**config.mk**
```make
export PLATFORM = sky130hd
export DESIGN_NAME = scsi_interrupt_enable_status
export DESIGN_NICKNAME = d
export VERILOG_FILES = /design/src/scsi_irq_pkg.sv /design/src/scsi_condition_capture.sv /design/src/scsi_interrupt_enable_status.sv
export VERILOG_INCLUDE_DIRS = /design/src
export SDC_FILE = /design/constraint.sdc
export NUM_CORES = 1
export LEC_CHECK = 0
export BUFFER_PORTS_ARGS = -buffer_cell sky130_fd_sc_hd__buf_2
export CORE_ASPECT_RATIO = 1.25
export CORE_MARGIN = 3
export CORE_UTILIZATION = 45
export DETAILED_ROUTE_END_ITERATION = 10
export PLACE_DENSITY = 0.75
export SYNTH_ARGS = -nofsm -noshare
export SYNTH_HDL_FRONTEND = slang
export SYNTH_SLANG_ARGS = --single-unit
```
**constraint.sdc**
```tcl
create_clock -name core_clk -period 1.9 [get_ports core_clk]
set_input_delay 0.285 -clock core_clk [delete_from_list [all_inputs] [get_ports core_clk]]
set_output_delay 0.285 -clock core_clk [all_outputs]
set_load 0.05 [all_outputs]
```
**src/scsi_irq_cfg.svh**
```systemverilog
// Function
// Masked condition sets status, never the request.
// Enable bit set lets condition raise request.
// Masked condition sets pending, non-fatal excepted.
// Stacking starts once scsi or dma pending.
// Request latched until status register read.
// Clearing enable leaves asserted request alone.
// Masking occurred non-fatal drops pending, unstacks.
// Bit 7: phase mismatch or attention asserted.
// Bit 6: arbitration and selection completed.
// Bit 5: selected, needs selection response enable.
// Bit 4: reselected, needs reselection response enable.
// Bit 3: any of six gross errors.
// Bit 2: unexpected disconnect, any in low-level.
// Bit 1: one interrupt per reset edge.
// Bit 0: parity error when checking enabled.
// Second enable gates timeouts, never pending flag.
// Selection timeout when target fails to respond.
// General timer expiry raises its condition.
// Handshake timer expiry raises its condition.
// Status read shows conditions regardless of enable.
// Pending flag clears after both status reads.
// Read clears seen bits, stacked ones appear.
// Software spaces reads, reads scsi before dma.
// Condition during clearing read is kept.
// Software sets enables only at initialization.
`ifndef SCSI_IRQ_CFG_SVH
`define SCSI_IRQ_CFG_SVH
// Register indices; the byte address is the index shifted left.
`define REG_SHIFT 2
`define IDX_ADDER 12'h03c
`define IDX_EN_A 12'h040
`define IDX_EN_B 12'h041
`define IDX_ST_A 12'h042
`define IDX_ST_B 12'h043
`define IDX_SUMMARY 12'h045
`define IDX_MODE 12'h046
// Reset values.
`define EN_A_RST 8'h00
`define EN_B_RST 3'h0
`define ST_A_RST 8'h00
`define ST_B_RST 3'h0
`define MODE_RST 8'h00
// Condition layout of the first status register.
`define MASK_MA 8'h80
`define MASK_FATAL_A 8'h0f
`define BIT_MA 7
`define BIT_DONE 6
`define BIT_SEL 5
`define BIT_RESEL 4
`define BIT_GROSS 3
`define BIT_DISC 2
`define BIT_RST 1
`define BIT_PARITY 0
// Summary register bits.
`define BIT_SCSI_PEND 1
`define BIT_DMA_PEND 0
// Mode register fields.
`define MODE_INIT 0
`define MODE_LOWLVL 1
`define MODE_PAR_EN 2
`define MODE_SEL_EN 3
`define MODE_RESEL_EN 4
`define MODE_PHASE_LO 5
`define MODE_PHASE_HI 7
`endif

```
**src/scsi_irq_pkg.sv**
```systemverilog
package scsi_irq_pkg;
  // Eight-bit register byte.
  typedef logic [7:0] byte_t;
  // Three timer conditions of the second register pair.
  typedef logic [2:0] tmr_t;
  // Whole state of the register and interrupt core.
  typedef struct packed {
    byte_t scsi_irq_enable_a;
    tmr_t scsi_irq_enable_b;
    byte_t scsi_irq_status_a;
    tmr_t scsi_irq_status_b;
    byte_t stack_a;
    tmr_t stack_b;
    byte_t mode;
    logic scsi_pending_flag;
    logic seen_a;
    logic seen_b;
    logic irq;
    logic [31:0] prdata;
  } core_state_s;
  // State of the condition capture stage.
  typedef struct packed {
    logic rst_prev;
    logic atn_prev;
    byte_t ev_a;
    tmr_t ev_b;
  } capture_state_s;
endpackage : scsi_irq_pkg

```
**src/scsi_condition_capture.sv**
```systemverilog
`timescale 1ns/10ps
`include "scsi_irq_cfg.svh"
module scsi_condition_capture import scsi_irq_pkg::*; (
  // Clock and reset.
  input wire logic core_clk,
  input wire logic rst_n,
  // Mode settings.
  input wire byte_t mode,
  // Raw condition sources.
  input wire logic scsi_req_pulse,
  input wire logic [2:0] scsi_phase,
  input wire logic scsi_atn,
  input wire logic arb_sel_done,
  input wire logic selected_pulse,
  input wire logic reselected_pulse,
  input wire logic [5:0] gross_err_src,
  input wire logic disconnect_pulse,
  input wire logic disconnect_expected,
  input wire logic scsi_rst,
  input wire logic parity_err_pulse,
  input wire logic sel_timeout_pulse,
  input wire logic gen_timer_pulse,
  input wire logic hth_timer_pulse,
  // One-cycle condition pulses.
  output byte_t ev_a,
  output tmr_t ev_b
);
  capture_state_s s_reg; // Registered state.
  capture_state_s s_next; // Next state.
  logic init; // Initiator role.
  logic [2:0] exp_phase; // Expected phase.

  assign init = mode[`MODE_INIT];
  assign exp_phase = mode[`MODE_PHASE_HI:`MODE_PHASE_LO];

  // Turn raw sources into condition pulses.
  always_comb begin
    s_next = s_reg;
    s_next.rst_prev = scsi_rst;
    s_next.atn_prev = scsi_atn;
    // Mismatch as initiator, attention rising as target.
    s_next.ev_a[`BIT_MA] = init ? (scsi_req_pulse && scsi_phase != exp_phase)
                         : (scsi_atn && !s_reg.atn_prev);
    s_next.ev_a[`BIT_DONE] = arb_sel_done;
    s_next.ev_a[`BIT_SEL] = selected_pulse && mode[`MODE_SEL_EN];
    s_next.ev_a[`BIT_RESEL] = reselected_pulse && mode[`MODE_RESEL_EN];
    s_next.ev_a[`BIT_GROSS] = |gross_err_src;
    // Low-level mode reports every disconnect.
    s_next.ev_a[`BIT_DISC] = disconnect_pulse &&
      ((init && !disconnect_expected) || mode[`MODE_LOWLVL]);
    // Edge only, so a long reset pulse gives one condition.
    s_next.ev_a[`BIT_RST] = scsi_rst && !s_reg.rst_prev;
    s_next.ev_a[`BIT_PARITY] = parity_err_pulse && mode[`MODE_PAR_EN];
    s_next.ev_b = {sel_timeout_pulse, gen_timer_pulse,
                   hth_timer_pulse};
  end

  // Register the stage.
  always_ff @(posedge core_clk or negedge rst_n) begin
    if (!rst_n) begin
      s_reg <= '0;
    end else begin
      s_reg <= s_next;
    end
  end

  assign ev_a = s_reg.ev_a;
  assign ev_b = s_reg.ev_b;
endmodule : scsi_condition_capture

```
**src/scsi_interrupt_enable_status.sv**
```systemverilog
// Added by the designer: the APB slave port.
`timescale 1ns/10ps
`include "scsi_irq_cfg.svh"
module scsi_interrupt_enable_status import scsi_irq_pkg::*; (
  // Clock and reset.
  input wire logic core_clk,
  input wire logic rst_n,
  // APB slave port.
  input wire logic psel,
  input wire logic penable,
  input wire logic pwrite,
  input wire logic [11:0] paddr,
  input wire logic [31:0] pwdata,
  output logic [31:0] prdata,
  output logic pready,
  output logic pslverr,
  // Condition sources from the SCSI core.
  input wire logic scsi_req_pulse,
  input wire logic [2:0] scsi_phase,
  input wire logic scsi_atn,
  input wire logic arb_sel_done,
  input wire logic selected_pulse,
  input wire logic reselected_pulse,
  input wire logic [5:0] gross_err_src,
  input wire logic disconnect_pulse,
  input wire logic disconnect_expected,
  input wire logic scsi_rst,
  input wire logic parity_err_pulse,
  input wire logic sel_timeout_pulse,
  input wire logic gen_timer_pulse,
  input wire logic hth_timer_pulse,
  // DMA side summary and test adder.
  input wire logic dma_pending_flag,
  input wire logic [31:0] adder_sum,
  // Host interrupt request.
  output logic irq_n
);
  // Register byte addresses.
  localparam logic [11:0] A_ADDER = `IDX_ADDER << `REG_SHIFT;
  localparam logic [11:0] A_EN_A = `IDX_EN_A << `REG_SHIFT;
  localparam logic [11:0] A_EN_B = `IDX_EN_B << `REG_SHIFT;
  localparam logic [11:0] A_ST_A = `IDX_ST_A << `REG_SHIFT;
  localparam logic [11:0] A_ST_B = `IDX_ST_B << `REG_SHIFT;
  localparam logic [11:0] A_SUM = `IDX_SUMMARY << `REG_SHIFT;
  localparam logic [11:0] A_MODE = `IDX_MODE << `REG_SHIFT;

  core_state_s s_reg; // Registered state.
  core_state_s s_next; // Next state.
  byte_t ev_a; // Conditions of the first group.
  tmr_t ev_b; // Timer conditions.
  logic setup; // APB setup phase.
  logic access; // APB access phase.
  logic wr; // Write taking effect.
  logic rd_a; // Clearing read of first status.
  logic rd_b; // Clearing read of second status.
  logic hit; // Address is mapped.
  logic stack_on; // New conditions are held back.
  byte_t count_a; // First-group bits that raise pending.
  logic [31:0] rd_val; // Read data chosen at setup.

  // Condition pulses arrive one cycle after their sources.
  scsi_condition_capture scsi_condition_capture_i (
    .core_clk(core_clk),
    .rst_n(rst_n),
    .mode(s_reg.mode),
    .scsi_req_pulse(scsi_req_pulse),
    .scsi_phase(scsi_phase),
    .scsi_atn(scsi_atn),
    .arb_sel_done(arb_sel_done),
    .selected_pulse(selected_pulse),
    .reselected_pulse(reselected_pulse),
    .gross_err_src(gross_err_src),
    .disconnect_pulse(disconnect_pulse),
    .disconnect_expected(disconnect_expected),
    .scsi_rst(scsi_rst),
    .parity_err_pulse(parity_err_pulse),
    .sel_timeout_pulse(sel_timeout_pulse),
    .gen_timer_pulse(gen_timer_pulse),
    .hth_timer_pulse(hth_timer_pulse),
    .ev_a(ev_a),
    .ev_b(ev_b)
  );

  // Bus phase decode; the slave never inserts wait states.
  assign setup = psel && !penable;
  assign access = psel && penable;
  assign wr = access && pwrite;
  assign rd_a = access && !pwrite && paddr == A_ST_A;
  assign rd_b = access && !pwrite && paddr == A_ST_B;
  assign pready = 1'b1;
  assign prdata = s_reg.prdata;

  // Address match over every mapped register.
  always_comb begin
    case (paddr)
      A_ADDER, A_EN_A, A_EN_B, A_ST_A, A_ST_B, A_SUM, A_MODE: begin
        hit = 1'b1;
      end
      default: begin
        hit = 1'b0;
      end
    endcase
  end

  // Unmapped addresses answer with an error in the access phase.
  assign pslverr = access && !hit;

  // Read data is picked at setup so a clearing read knows which bits
  // software has actually seen.
  always_comb begin
    case (paddr)
      A_ADDER: begin
        rd_val = adder_sum;
      end
      A_EN_A: begin
        rd_val = {24'h000000, s_reg.scsi_irq_enable_a};
      end
      A_EN_B: begin
        rd_val = {29'h0000000, s_reg.scsi_irq_enable_b};
      end
      A_ST_A: begin
        rd_val = {24'h000000, s_reg.scsi_irq_status_a};
      end
      A_ST_B: begin
        rd_val = {29'h0000000, s_reg.scsi_irq_status_b};
      end
      A_SUM: begin
        rd_val = {30'h00000000, s_reg.scsi_pending_flag,
                  dma_pending_flag};
      end
      A_MODE: begin
        rd_val = {24'h000000, s_reg.mode};
      end
      default: begin
        rd_val = 32'h00000000;
      end
    endcase
  end

  // Stacking runs while either summary flag is up.
  assign stack_on = s_reg.scsi_pending_flag || dma_pending_flag;

  // Fatal bits always count; non-fatal ones only while enabled. The
  // mismatch bit is non-fatal only in target mode.
  always_comb begin
    count_a = `MASK_FATAL_A | s_reg.scsi_irq_enable_a;
    if (s_reg.mode[`MODE_INIT]) begin
      count_a = count_a | `MASK_MA;
    end
  end

  // Next-state logic of registers, stack and summary flags.
  always_comb begin
    s_next = s_reg;
    // Capture read data during the setup cycle.
    if (setup && !pwrite) begin
      s_next.prdata = rd_val;
    end
    // Register writes take effect in the access cycle.
    if (wr) begin
      case (paddr)
        A_EN_A: begin
          s_next.scsi_irq_enable_a = pwdata[7:0];
        end
        A_EN_B: begin
          s_next.scsi_irq_enable_b = pwdata[2:0];
        end
        A_MODE: begin
          s_next.mode = pwdata[7:0];
        end
        default: begin
          // Status, summary and adder words ignore writes.
          s_next.mode = s_reg.mode;
        end
      endcase
    end
    // First status: clear only what was shown, then let stacked
    // bits through; a same-cycle condition always lands somewhere.
    if (rd_a) begin
      s_next.scsi_irq_status_a = (s_reg.scsi_irq_status_a &
        ~s_reg.prdata[7:0]) | s_reg.stack_a | ev_a;
      s_next.stack_a = 8'h00;
    end else if (stack_on) begin
      s_next.stack_a = s_reg.stack_a | ev_a;
    end else begin
      // Stacking off: held bits fall through.
      s_next.scsi_irq_status_a = s_reg.scsi_irq_status_a |
        s_reg.stack_a | ev_a;
      s_next.stack_a = 8'h00;
    end
    // Second status behaves the same way.
    if (rd_b) begin
      s_next.scsi_irq_status_b = (s_reg.scsi_irq_status_b &
        ~s_reg.prdata[2:0]) | s_reg.stack_b | ev_b;
      s_next.stack_b = 3'h0;
    end else if (stack_on) begin
      s_next.stack_b = s_reg.stack_b | ev_b;
    end else begin
      s_next.scsi_irq_status_b = s_reg.scsi_irq_status_b |
        s_reg.stack_b | ev_b;
      s_next.stack_b = 3'h0;
    end
    // Track reads while the pending flag is up.
    s_next.seen_a = s_reg.scsi_pending_flag && (s_reg.seen_a || rd_a);
    s_next.seen_b = s_reg.scsi_pending_flag && (s_reg.seen_b || rd_b);
    // Once a read has begun the flag holds until both are read;
    // before that it follows the counting bits, so masking an
    // occurred non-fatal condition drops it.
    s_next.scsi_pending_flag =
      |(s_next.scsi_irq_status_a & count_a) ||
      |s_next.scsi_irq_status_b ||
      (s_reg.scsi_pending_flag && (s_next.seen_a || s_next.seen_b) &&
       !(s_next.seen_a && s_next.seen_b));
    if (s_next.seen_a && s_next.seen_b) begin
      s_next.seen_a = 1'b0;
      s_next.seen_b = 1'b0;
    end
    // Request sets from enabled bits only and holds until a status
    // read; a later mask change cannot drop it.
    s_next.irq = (s_reg.irq && !(rd_a || rd_b)) ||
      |(s_next.scsi_irq_status_a & s_next.scsi_irq_enable_a) ||
      |(s_next.scsi_irq_status_b &
        s_next.scsi_irq_enable_b);
  end

  // State register with documented reset values.
  always_ff @(posedge core_clk or negedge rst_n) begin
    if (!rst_n) begin
      s_reg <= '0;
      s_reg.scsi_irq_enable_a <= `EN_A_RST;
      s_reg.scsi_irq_enable_b <= `EN_B_RST;
      s_reg.scsi_irq_status_a <= `ST_A_RST;
      s_reg.scsi_irq_status_b <= `ST_B_RST;
      s_reg.mode <= `MODE_RST;
    end else begin
      s_reg <= s_next;
    end
  end

  // Request output is active low.
  assign irq_n = !s_reg.irq;
endmodule : scsi_interrupt_enable_status

```
==> results of run 1 <==
## layout make-up
cell class	count	area, sq um	area share (%)
timing repair buffer	167	1060	18.3
sequential	90	2250	39.1
clock buffer	12	246	4.28
inverter	8	30.0	0.522
multi-input combinational	279	1920	33.3
tap	123	154	2.67
clock inverter	4	98.8	1.72
## layer usage
metal | vias to the layer above | share of wire, % | wire (um)
met3 | 26 | 7.4 | 863
met1 | 1779 | 41 | 4760
met2 | 166 | 48 | 5620
met5 | - | 0 | 0
li1 | 1743 | - | -
met4 | 0 | 3.0 | 353
## worst register-to-register path, stage by stage, from the launching register on
cell and delay, ns:
sky130_fd_sc_hd__dfrtp_1 0.33, sky130_fd_sc_hd__or2_2 0.29, sky130_fd_sc_hd__a21oi_1 0.12, sky130_fd_sc_hd__o22a_1 0.23
sky130_fd_sc_hd__a22o_1 0.25, sky130_fd_sc_hd__or4_1 0.51
## cell families after synthesis
logic type,count (synthesis),synth area share (%)
compound gates,89,13.8
xor+xnor,4,0.795
simple gates,154,18.0
buf+inv,61,8.37
mux,31,7.78
flops,90,51.1
other cells,1,0.0850
## repair_timing
item	in CTS	in global routing
resized for setup	8	18
endpoints found under the hold margin	23	0
gates cloned	0	0
hold buffers	1	0
setup endpoints to repair	3	5
pin swaps	5	8
setup buffers	1	4
## through the flow
step / total power, mW / area [sq um] / setup TNS [ns] / setup WS, ns
floorplan: 2.21 / 4450 / -0.487 / -0.267
finish: 4.48 / 5760 / -0.369 / -0.179
detailed placement: 2.45 / 5230 / -11.80 / -0.572
CTS: 4.50 / 5640 / -0.538 / -0.210
global placement: 2.43 / 5230 / -8.46 / -0.539
global route: 4.64 / 5760 / -0.616 / -0.246
## power by group through the flow
stage / clock network, mW / logic (mW) / registers [mW]
2_1_floorplan: 0 / 0.166 / 2.05
3_3_place_gp: 0 / 0.378 / 2.06
3_5_place_dp: 0 / 0.388 / 2.06
4_1_cts: 2.07 / 0.408 / 2.02
5_1_grt: 2.14 / 0.471 / 2.03
6_report: 2.03 / 0.427 / 2.02
## how the worst max path moves through the flow
stage / start / endpoint / slack (ns) / cells after the start
finish: paddr[4] / s_reg[32] / -0.18 / 8
global route: paddr[4] / s_reg[32] / -0.25 / 8
CTS: paddr[4] / s_reg[35] / -0.21 / 8
detailed placement: paddr[0] / s_reg[35] / -0.57 / 8
global placement: paddr[0] / s_reg[35] / -0.54 / 8
floorplan: paddr[0] / s_reg[32] / -0.27 / 6
## cell usage in the layout (no fill, tap or decap), types with 4 or more instances in the layout
cell / count
sky130_fd_sc_hd__o21ai_0: 31
sky130_fd_sc_hd__a21oi_1: 11
sky130_fd_sc_hd__mux2i_1: 5
sky130_fd_sc_hd__and2_1: 4
sky130_fd_sc_hd__buf_2: 107
sky130_fd_sc_hd__nand3_1: 5
sky130_fd_sc_hd__buf_4: 49
sky130_fd_sc_hd__clkbuf_16: 9
sky130_fd_sc_hd__dfrtp_1: 90
sky130_fd_sc_hd__a222oi_1: 5
sky130_fd_sc_hd__o21ai_1: 4
sky130_fd_sc_hd__o22a_1: 4
sky130_fd_sc_hd__nand2_1: 70
sky130_fd_sc_hd__buf_6: 6
sky130_fd_sc_hd__inv_1: 8
sky130_fd_sc_hd__nand4_1: 4
sky130_fd_sc_hd__mux2_2: 24
sky130_fd_sc_hd__nor2_1: 33
==> parameters.txt, run 1 <==
Parameter                              Value

Global routing
  Fraction of met2 tracks used by global routing ... 35.7%
  Wire length of the first global-routing pass ... 17900 um
  Initial antenna violation count ... 0
  Global routing usage on met3 ... 3.67%
  Global-route layer with the greatest usage ... met2
  Largest net degree at the start of global routing ... 49
  Overall Global Routing Usage ... 21.4%
  Global routing usage on met1 ... 26.2%
  Total gr overflow ... 0
  Vias in the first global route ... 3744

Status
  Outcome ... complete, but fails checks
  Violated checks ... negative setup slack

Detailed routing
  Violation count after the first detailed-routing iteration ... 252
  Residual antenna-violating net count after detailed routing ... 0
  Total length of routed wires ... 11600 um
  DRC violations left ... 0
  Detailed-route via count ... 3714
  Routed wirelength normalized by instance count ... 17.0 um
  Via-to-Cell Ratio ... 5.44
  TritonRoute pass-1 iters ... 5

Die
  Initial core utilization ... 47.3%
  Rows ... 39
  Standard cell core area ... 9320 sq um
  Width of the chip ... 94.5 um
  Die area ... 11000 sq um
  I/O pin count ... 138
  Vertical die dimension ... 117 um

Layout
  Fraction of layout instances using a drive strength above 1 ... 42.1%
  Net total in the final layout ... 658
  Max FFs per register ... 45
  Layout fillers ... 784
  Final antenna diode count ... 0
  Area Overhead vs Synth ... 30.6%
  Util after Layout ... 61.8%
  Final Non-Filler Cells ... 683

Clocking
  Clock tree from TritonCTS ... done
  Clock-pin slew reported for the worst setup and hold paths after clock tree synthesis ... 0.06 ns
  Number of buffers between clock root and the deepest sink ... 2
  Clock root cell ... sky130_fd_sc_hd__clkbuf_16
  Number of sinks on the clock net ... 90
  Number of H-tree levels ... 3
  Total CTS buffers ... 9
  Clk Latency, worst-skew pair ... 0.34 ns

Critical path
  Slowest stage cell on the critical path ... sky130_fd_sc_hd__or4b_4
  Flop2flop setup slack ... 0.04 ns
  R2r startpoint ... s_reg[35]
  Arrival time at the worst endpoint ... 2.29 ns
  Endpoint of the lowest-slack register-to-register path ... s_reg[35]
  CP max stage delay ... 0.57 ns
  R2r worst-path depth ... 5
  Nature of the critical path startpoint ... primary input
  Cell family with the largest share of critical-path delay ... simple AND/OR/NAND/NOR gates
  Critical path cell sequence ... buf_6 -> or4b_4 -> nor4_4 -> buf_4 -> mux2_4 -> o211a_1 -> a2111oi_4 -> nand3_1
  Element type at the critical path end ... flip-flop
  Required time worst endpoint ... 2.11 ns
  Critical-path maximum fanout ... 3
  Buf+Inv Stages, Crit Path ... 2
  Path type of the worst setup path ... primary input to flip-flop

Synthesis
  Number of distinct library cells after synthesis ... 62
  Top-area cell type share of the netlist area ... 51.1%
  Number of enable-type register cells in the synthesized netlist ... 0
  Post-synthesis cell area ... 4410 sq um
  Gate count after technology mapping ... 430
  Share of synthesized registers carrying an async set or reset ... 100%
  Synthesized area per cell ... 10.3 sq um
  Proportion of synthesized chip area in sequential cells ... 51.1%
  Cells taking the most area after synthesis ... sky130_fd_sc_hd__dfrtp_1 (51%), sky130_fd_sc_hd__mux2_2 (6.6%), sky130_fd_sc_hd__nand2_1 (6.0%)
  Most common cell in the synthesized netlist ... sky130_fd_sc_hd__dfrtp_1
  Yosys reg bits ... 90
  Synth cell count leaders ... sky130_fd_sc_hd__dfrtp_1 (90), sky130_fd_sc_hd__nand2_1 (70), sky130_fd_sc_hd__nor2_1 (34)
  Number of warnings issued by yosys ... 0
  Top_reg_cell synth ... sky130_fd_sc_hd__dfrtp_1
  Cell taking the most area after synthesis ... sky130_fd_sc_hd__dfrtp_1
  Post-synth net total ... 533

Power
  Clk pwr share ... 45.3%
  Static Leakage ... 2.80 nW
  Pwr per Cell Area ... 779 nW/um^2
  Total net switching power ... 0.980 mW
  Sw Share ... 21.9%
  Seq pwr share ... 45.2%
  Portion of total power attributed to combinational logic ... 9.5%
  Internal portion of total power ... 3.50 mW
  Worst ir drop on vdd ... 532 uV

Min path
  Worst hold-check path type ... primary input to flip-flop
  Depth of the worst hold-timing path ... 1
  Worst hold endpoint ... scsi_condition_capture_i.ev_b[0]
  Min-Delay Startpoint ... hth_timer_pulse

Placement
  Detailed placer's ending HPWL ... 8580 um
  Final estimated routing congestion in global placement ... 0.966
  Number of placed instances with taps included ... 661
  Buffers on Ports ... 112

Timing
  Count of endpoints failing hold in the final timing report ... 0
  Final-report setup violation count ... 3
  Post-layout worst setup margin ... -0.179 ns
  Max-slew violation count ... 0
  Fmax ... 481 MHz
  Worst setup skew after layout ... 0.00830 ns
  Worst slack on hold paths ... 0.0520 ns
  Unrepaired setup endpoints after global routing ... yes
  Min Tclk post-route ... 2.08 ns
  Final Cycle Share ... 109%

Job
  Reported max-cap violation count ... 0
(Power assumes the default switching activity.)
==> inputs of run 2 (changes only) <==
--- a/config.mk
+++ b/config.mk
@@ -7,7 +7,7 @@
 export NUM_CORES = 1
 export LEC_CHECK = 0
 export BUFFER_PORTS_ARGS = -buffer_cell sky130_fd_sc_hd__buf_2
-export CORE_ASPECT_RATIO = 1.25
+export CORE_ASPECT_RATIO = 0.7
 export CORE_MARGIN = 3
 export CORE_UTILIZATION = 45
 export DETAILED_ROUTE_END_ITERATION = 10
==> run 2 against run 1 <==
Compared with the run above: the run still ends with negative setup slack left; power down 3.1%; sequential power is essentially flat; first-iteration DRC count rose by 29%; sequential share of layout area is 0.13 points lower; global-route usage increased by 0.82 points; clock power is 8% lower; hold slack lost 0.0075 ns; setup slack better by 0.015 ns; cell area rose by 0.33%; critical endpoint unchanged; largest cell class unchanged; highest routed layer unchanged.
==> parameters.txt, run 2 (synthesized netlist as in run 1, its figures left out) <==
Parameter                              Value

Layout
  Commonest non-fill, non-tap cell in the layout ... sky130_fd_sc_hd__buf_2
  Area Overhead vs Synth ... 31.0%
  Most frequent cells in the layout ... sky130_fd_sc_hd__buf_2 (108), sky130_fd_sc_hd__dfrtp_1 (90), sky130_fd_sc_hd__nand2_1 (70), sky130_fd_sc_hd__buf_4 (53), sky130_fd_sc_hd__nor2_1 (33)
  Net total in the final layout ... 662 (+0.61%)
  Cell area after layout ... 5780 sq um (+0.33%)
  Util after Layout ... 62.2% (+0.41 points)
  Layout fillers ... 764 (-2.6%)
  Fraction of layout instances using a drive strength above 1 ... 42.9% (+0.76 points)
  Final antenna diode count ... 0 (unchanged)
  Max FFs per register ... 45 (unchanged)

Detailed routing
  TritonRoute pass-1 iters ... 4 (-1)
  DRC violations left ... 0 (unchanged)
  Total length of routed wires ... 12100 um (+4.6%)
  Routed wirelength normalized by instance count ... 17.6 um (+3.9%)
  Violation count after the first detailed-routing iteration ... 324 (+29%)
  Residual antenna-violating net count after detailed routing ... 0 (unchanged)
  Via-to-Cell Ratio ... 5.38 (-1.0%)
  Detailed-route via count ... 3702 (-0.32%)

Die
  Width of the chip ... 124 um (+31%)
  Die area ... 11000 sq um (+0.11%)
  Initial core utilization ... 47.5% (+0.16 points)
  Rows ... 29 (-26%)
  I/O pin count ... 138 (unchanged)
  Standard cell core area ... 9290 sq um (-0.34%)
  Vertical die dimension ... 88.8 um (-24%)

Status
  Outcome ... complete, but fails checks
  Violated checks ... negative setup slack

Power
  Total net switching power ... 1.01 mW (+2.6%)
  Seq pwr share ... 46.7% (+1.5 points)
  Sw Share ... 23.2% (+1.3 points)
  Portion of total power attributed to combinational logic ... 10.1% (+0.6 points)
  Clk pwr share ... 43.1% (-2.2 points)
  Pwr per Cell Area ... 752 nW/um^2 (-3.4%)
  Worst ir drop on vdd ... 502 uV (-5.5%)
  Internal portion of total power ... 3.34 mW (-4.7%)
  Static Leakage ... 2.81 nW (+0.19%)

Critical path
  Arrival time at the worst endpoint ... 2.25 ns (-0.04 ns)
  Required time worst endpoint ... 2.09 ns (-0.02 ns)
  Element type at the critical path end ... flip-flop
  R2r worst-path depth ... 5 (unchanged)
  Nature of the critical path startpoint ... primary input
  Critical-path maximum fanout ... 3 (unchanged)
  Flop2flop setup slack ... 0.05 ns (about the same)
  R2r startpoint ... s_reg[35]
  Path type of the worst setup path ... primary input to flip-flop
  Endpoint of the lowest-slack register-to-register path ... s_reg[35]

Timing
  Max-slew violation count ... 0 (unchanged)
  Worst setup skew after layout ... 0.00457 ns (-0.00373 ns)
  Post-layout worst setup margin ... -0.164 ns (+0.0149 ns)
  Final Cycle Share ... 109% (-0.78 points)
  Final-report setup violation count ... 3 (unchanged)
  Setup TNS Final ... -0.306 ns (+0.0633 ns)
  Worst slack on hold paths ... 0.0445 ns (-0.00749 ns)
  Count of endpoints failing hold in the final timing report ... 0 (unchanged)
  Unrepaired setup endpoints after global routing ... yes
  Measured slew at the worst slew-check pin ... 0.521 ns
  Fmax ... 484 MHz (+0.72%)
  Min Tclk post-route ... 2.06 ns (-0.0149 ns)
  Slew margin rel. ... 64.3%

Placement
  Buffers on Ports ... 112 (unchanged)
  Detailed placer's ending HPWL ... 8880 um (+3.4%)
  Final estimated routing congestion in global placement ... 0.899 (-6.9%)
  Worst setup slack before clock tree synthesis ... -0.585 ns (-0.0133 ns)
  Total placed instance area ... 5250 sq um (+0.36%)

Job
  Reported max-cap violation count ... 0 (unchanged)

Min path
  Worst hold-check path type ... primary input to flip-flop
  Depth of the worst hold-timing path ... 1 (unchanged)
  Worst hold endpoint ... scsi_condition_capture_i.ev_a[6]
  Min-Delay Startpoint ... arb_sel_done

Global routing
  Total gr overflow ... 0 (unchanged)
  Initial antenna violation count ... 0 (unchanged)
  Vias in the first global route ... 3668 (-2.0%)
  Largest net degree at the start of global routing ... 57 (+16%)
  Overall Global Routing Usage ... 22.2% (+0.82 points)
  Wire length of the first global-routing pass ... 19100 um (+6.2%)

Clocking
  Clock tree from TritonCTS ... done
  Number of H-tree levels ... 3 (unchanged)
  Clock root cell ... sky130_fd_sc_hd__clkbuf_16
  Number of sinks on the clock net ... 90 (unchanged)
  Total CTS buffers ... 9 (unchanged)
  Clk Latency, worst-skew pair ... 0.34 ns (about the same)
  Clock-pin slew reported for the worst setup and hold paths after clock tree synthesis ... 0.06 ns (about the same)
  Number of buffers between clock root and the deepest sink ... 2 (unchanged)
[run 2: worst max path at each step]
stage,slack [ns],end,cells past startpoint,from
6_report,-0.16,s_reg[32],8,paddr[1]
5_1_grt,-0.22,s_reg[32],8,paddr[1]
4_1_cts,-0.11,pslverr,7,paddr[9]
3_5_place_dp,-0.59,s_reg[35],7,paddr[5]
3_3_place_gp,-0.48,s_reg[35],7,paddr[5]
2_1_floorplan,-0.27,s_reg[32],6,paddr[0]
[run 2: metal layers]
layer	vias up	part of all wire, %	global-route usage, %
met5	-	0	0
met4	0	1.3	4.28
met3	14	7.6	7.42
met2	143	47	35.7
met1	1797	45	30.1
li1	1748	-	-
[run 2: per-stage QoR]
stage	total power, mW	cells
6_report	4.34	688
5_1_grt	4.52	688
4_1_cts	4.36	683
3_5_place_dp	2.46	661
3_3_place_gp	2.45	661
2_1_floorplan	2.21	430
[run 2: power by group through the flow]
stage	Sequential (mW)	Combinational, mW	Clock, mW
global placement	2.06	0.395	0
CTS	2.03	0.419	1.91
floorplan	2.05	0.166	0
detailed placement	2.06	0.402	0
finish	2.03	0.440	1.87
global route	2.03	0.480	2.01
[run 2: cell type report]
| cell class | instances | area (sq um) | area share (%) |
|---|---|---|---|
| sequential | 90 | 2250 | 39.0 |
| timing repair buffer | 171 | 1100 | 19.1 |
| multi-input combinational | 279 | 1910 | 33.1 |
| clock inverter | 7 | 93.8 | 1.62 |
| inverter | 8 | 30.0 | 0.520 |
| clock buffer | 9 | 225 | 3.90 |
| tap | 124 | 155 | 2.69 |
[run 2: timing repair]
| item | CTS | global route |
|---|---|---|
| hold buffers | 1 | 0 |
| pin swaps | 8 | 7 |
| resized for setup | 8 | 16 |
| hold endpoints to repair | 25 | 0 |
| buffers inserted | 5 | 5 |
| setup endpoints to repair | 3 | 16 |
[run 2: critical path, stage by stage]
cell and delay (ns):
sky130_fd_sc_hd__buf_8 0.10, sky130_fd_sc_hd__or4b_4 0.58, sky130_fd_sc_hd__nor4_4 0.34, sky130_fd_sc_hd__buf_4 0.16
sky130_fd_sc_hd__mux2_4 0.30, sky130_fd_sc_hd__o211a_1 0.15, sky130_fd_sc_hd__a2111oi_4 0.22, sky130_fd_sc_hd__nand3_1 0.13
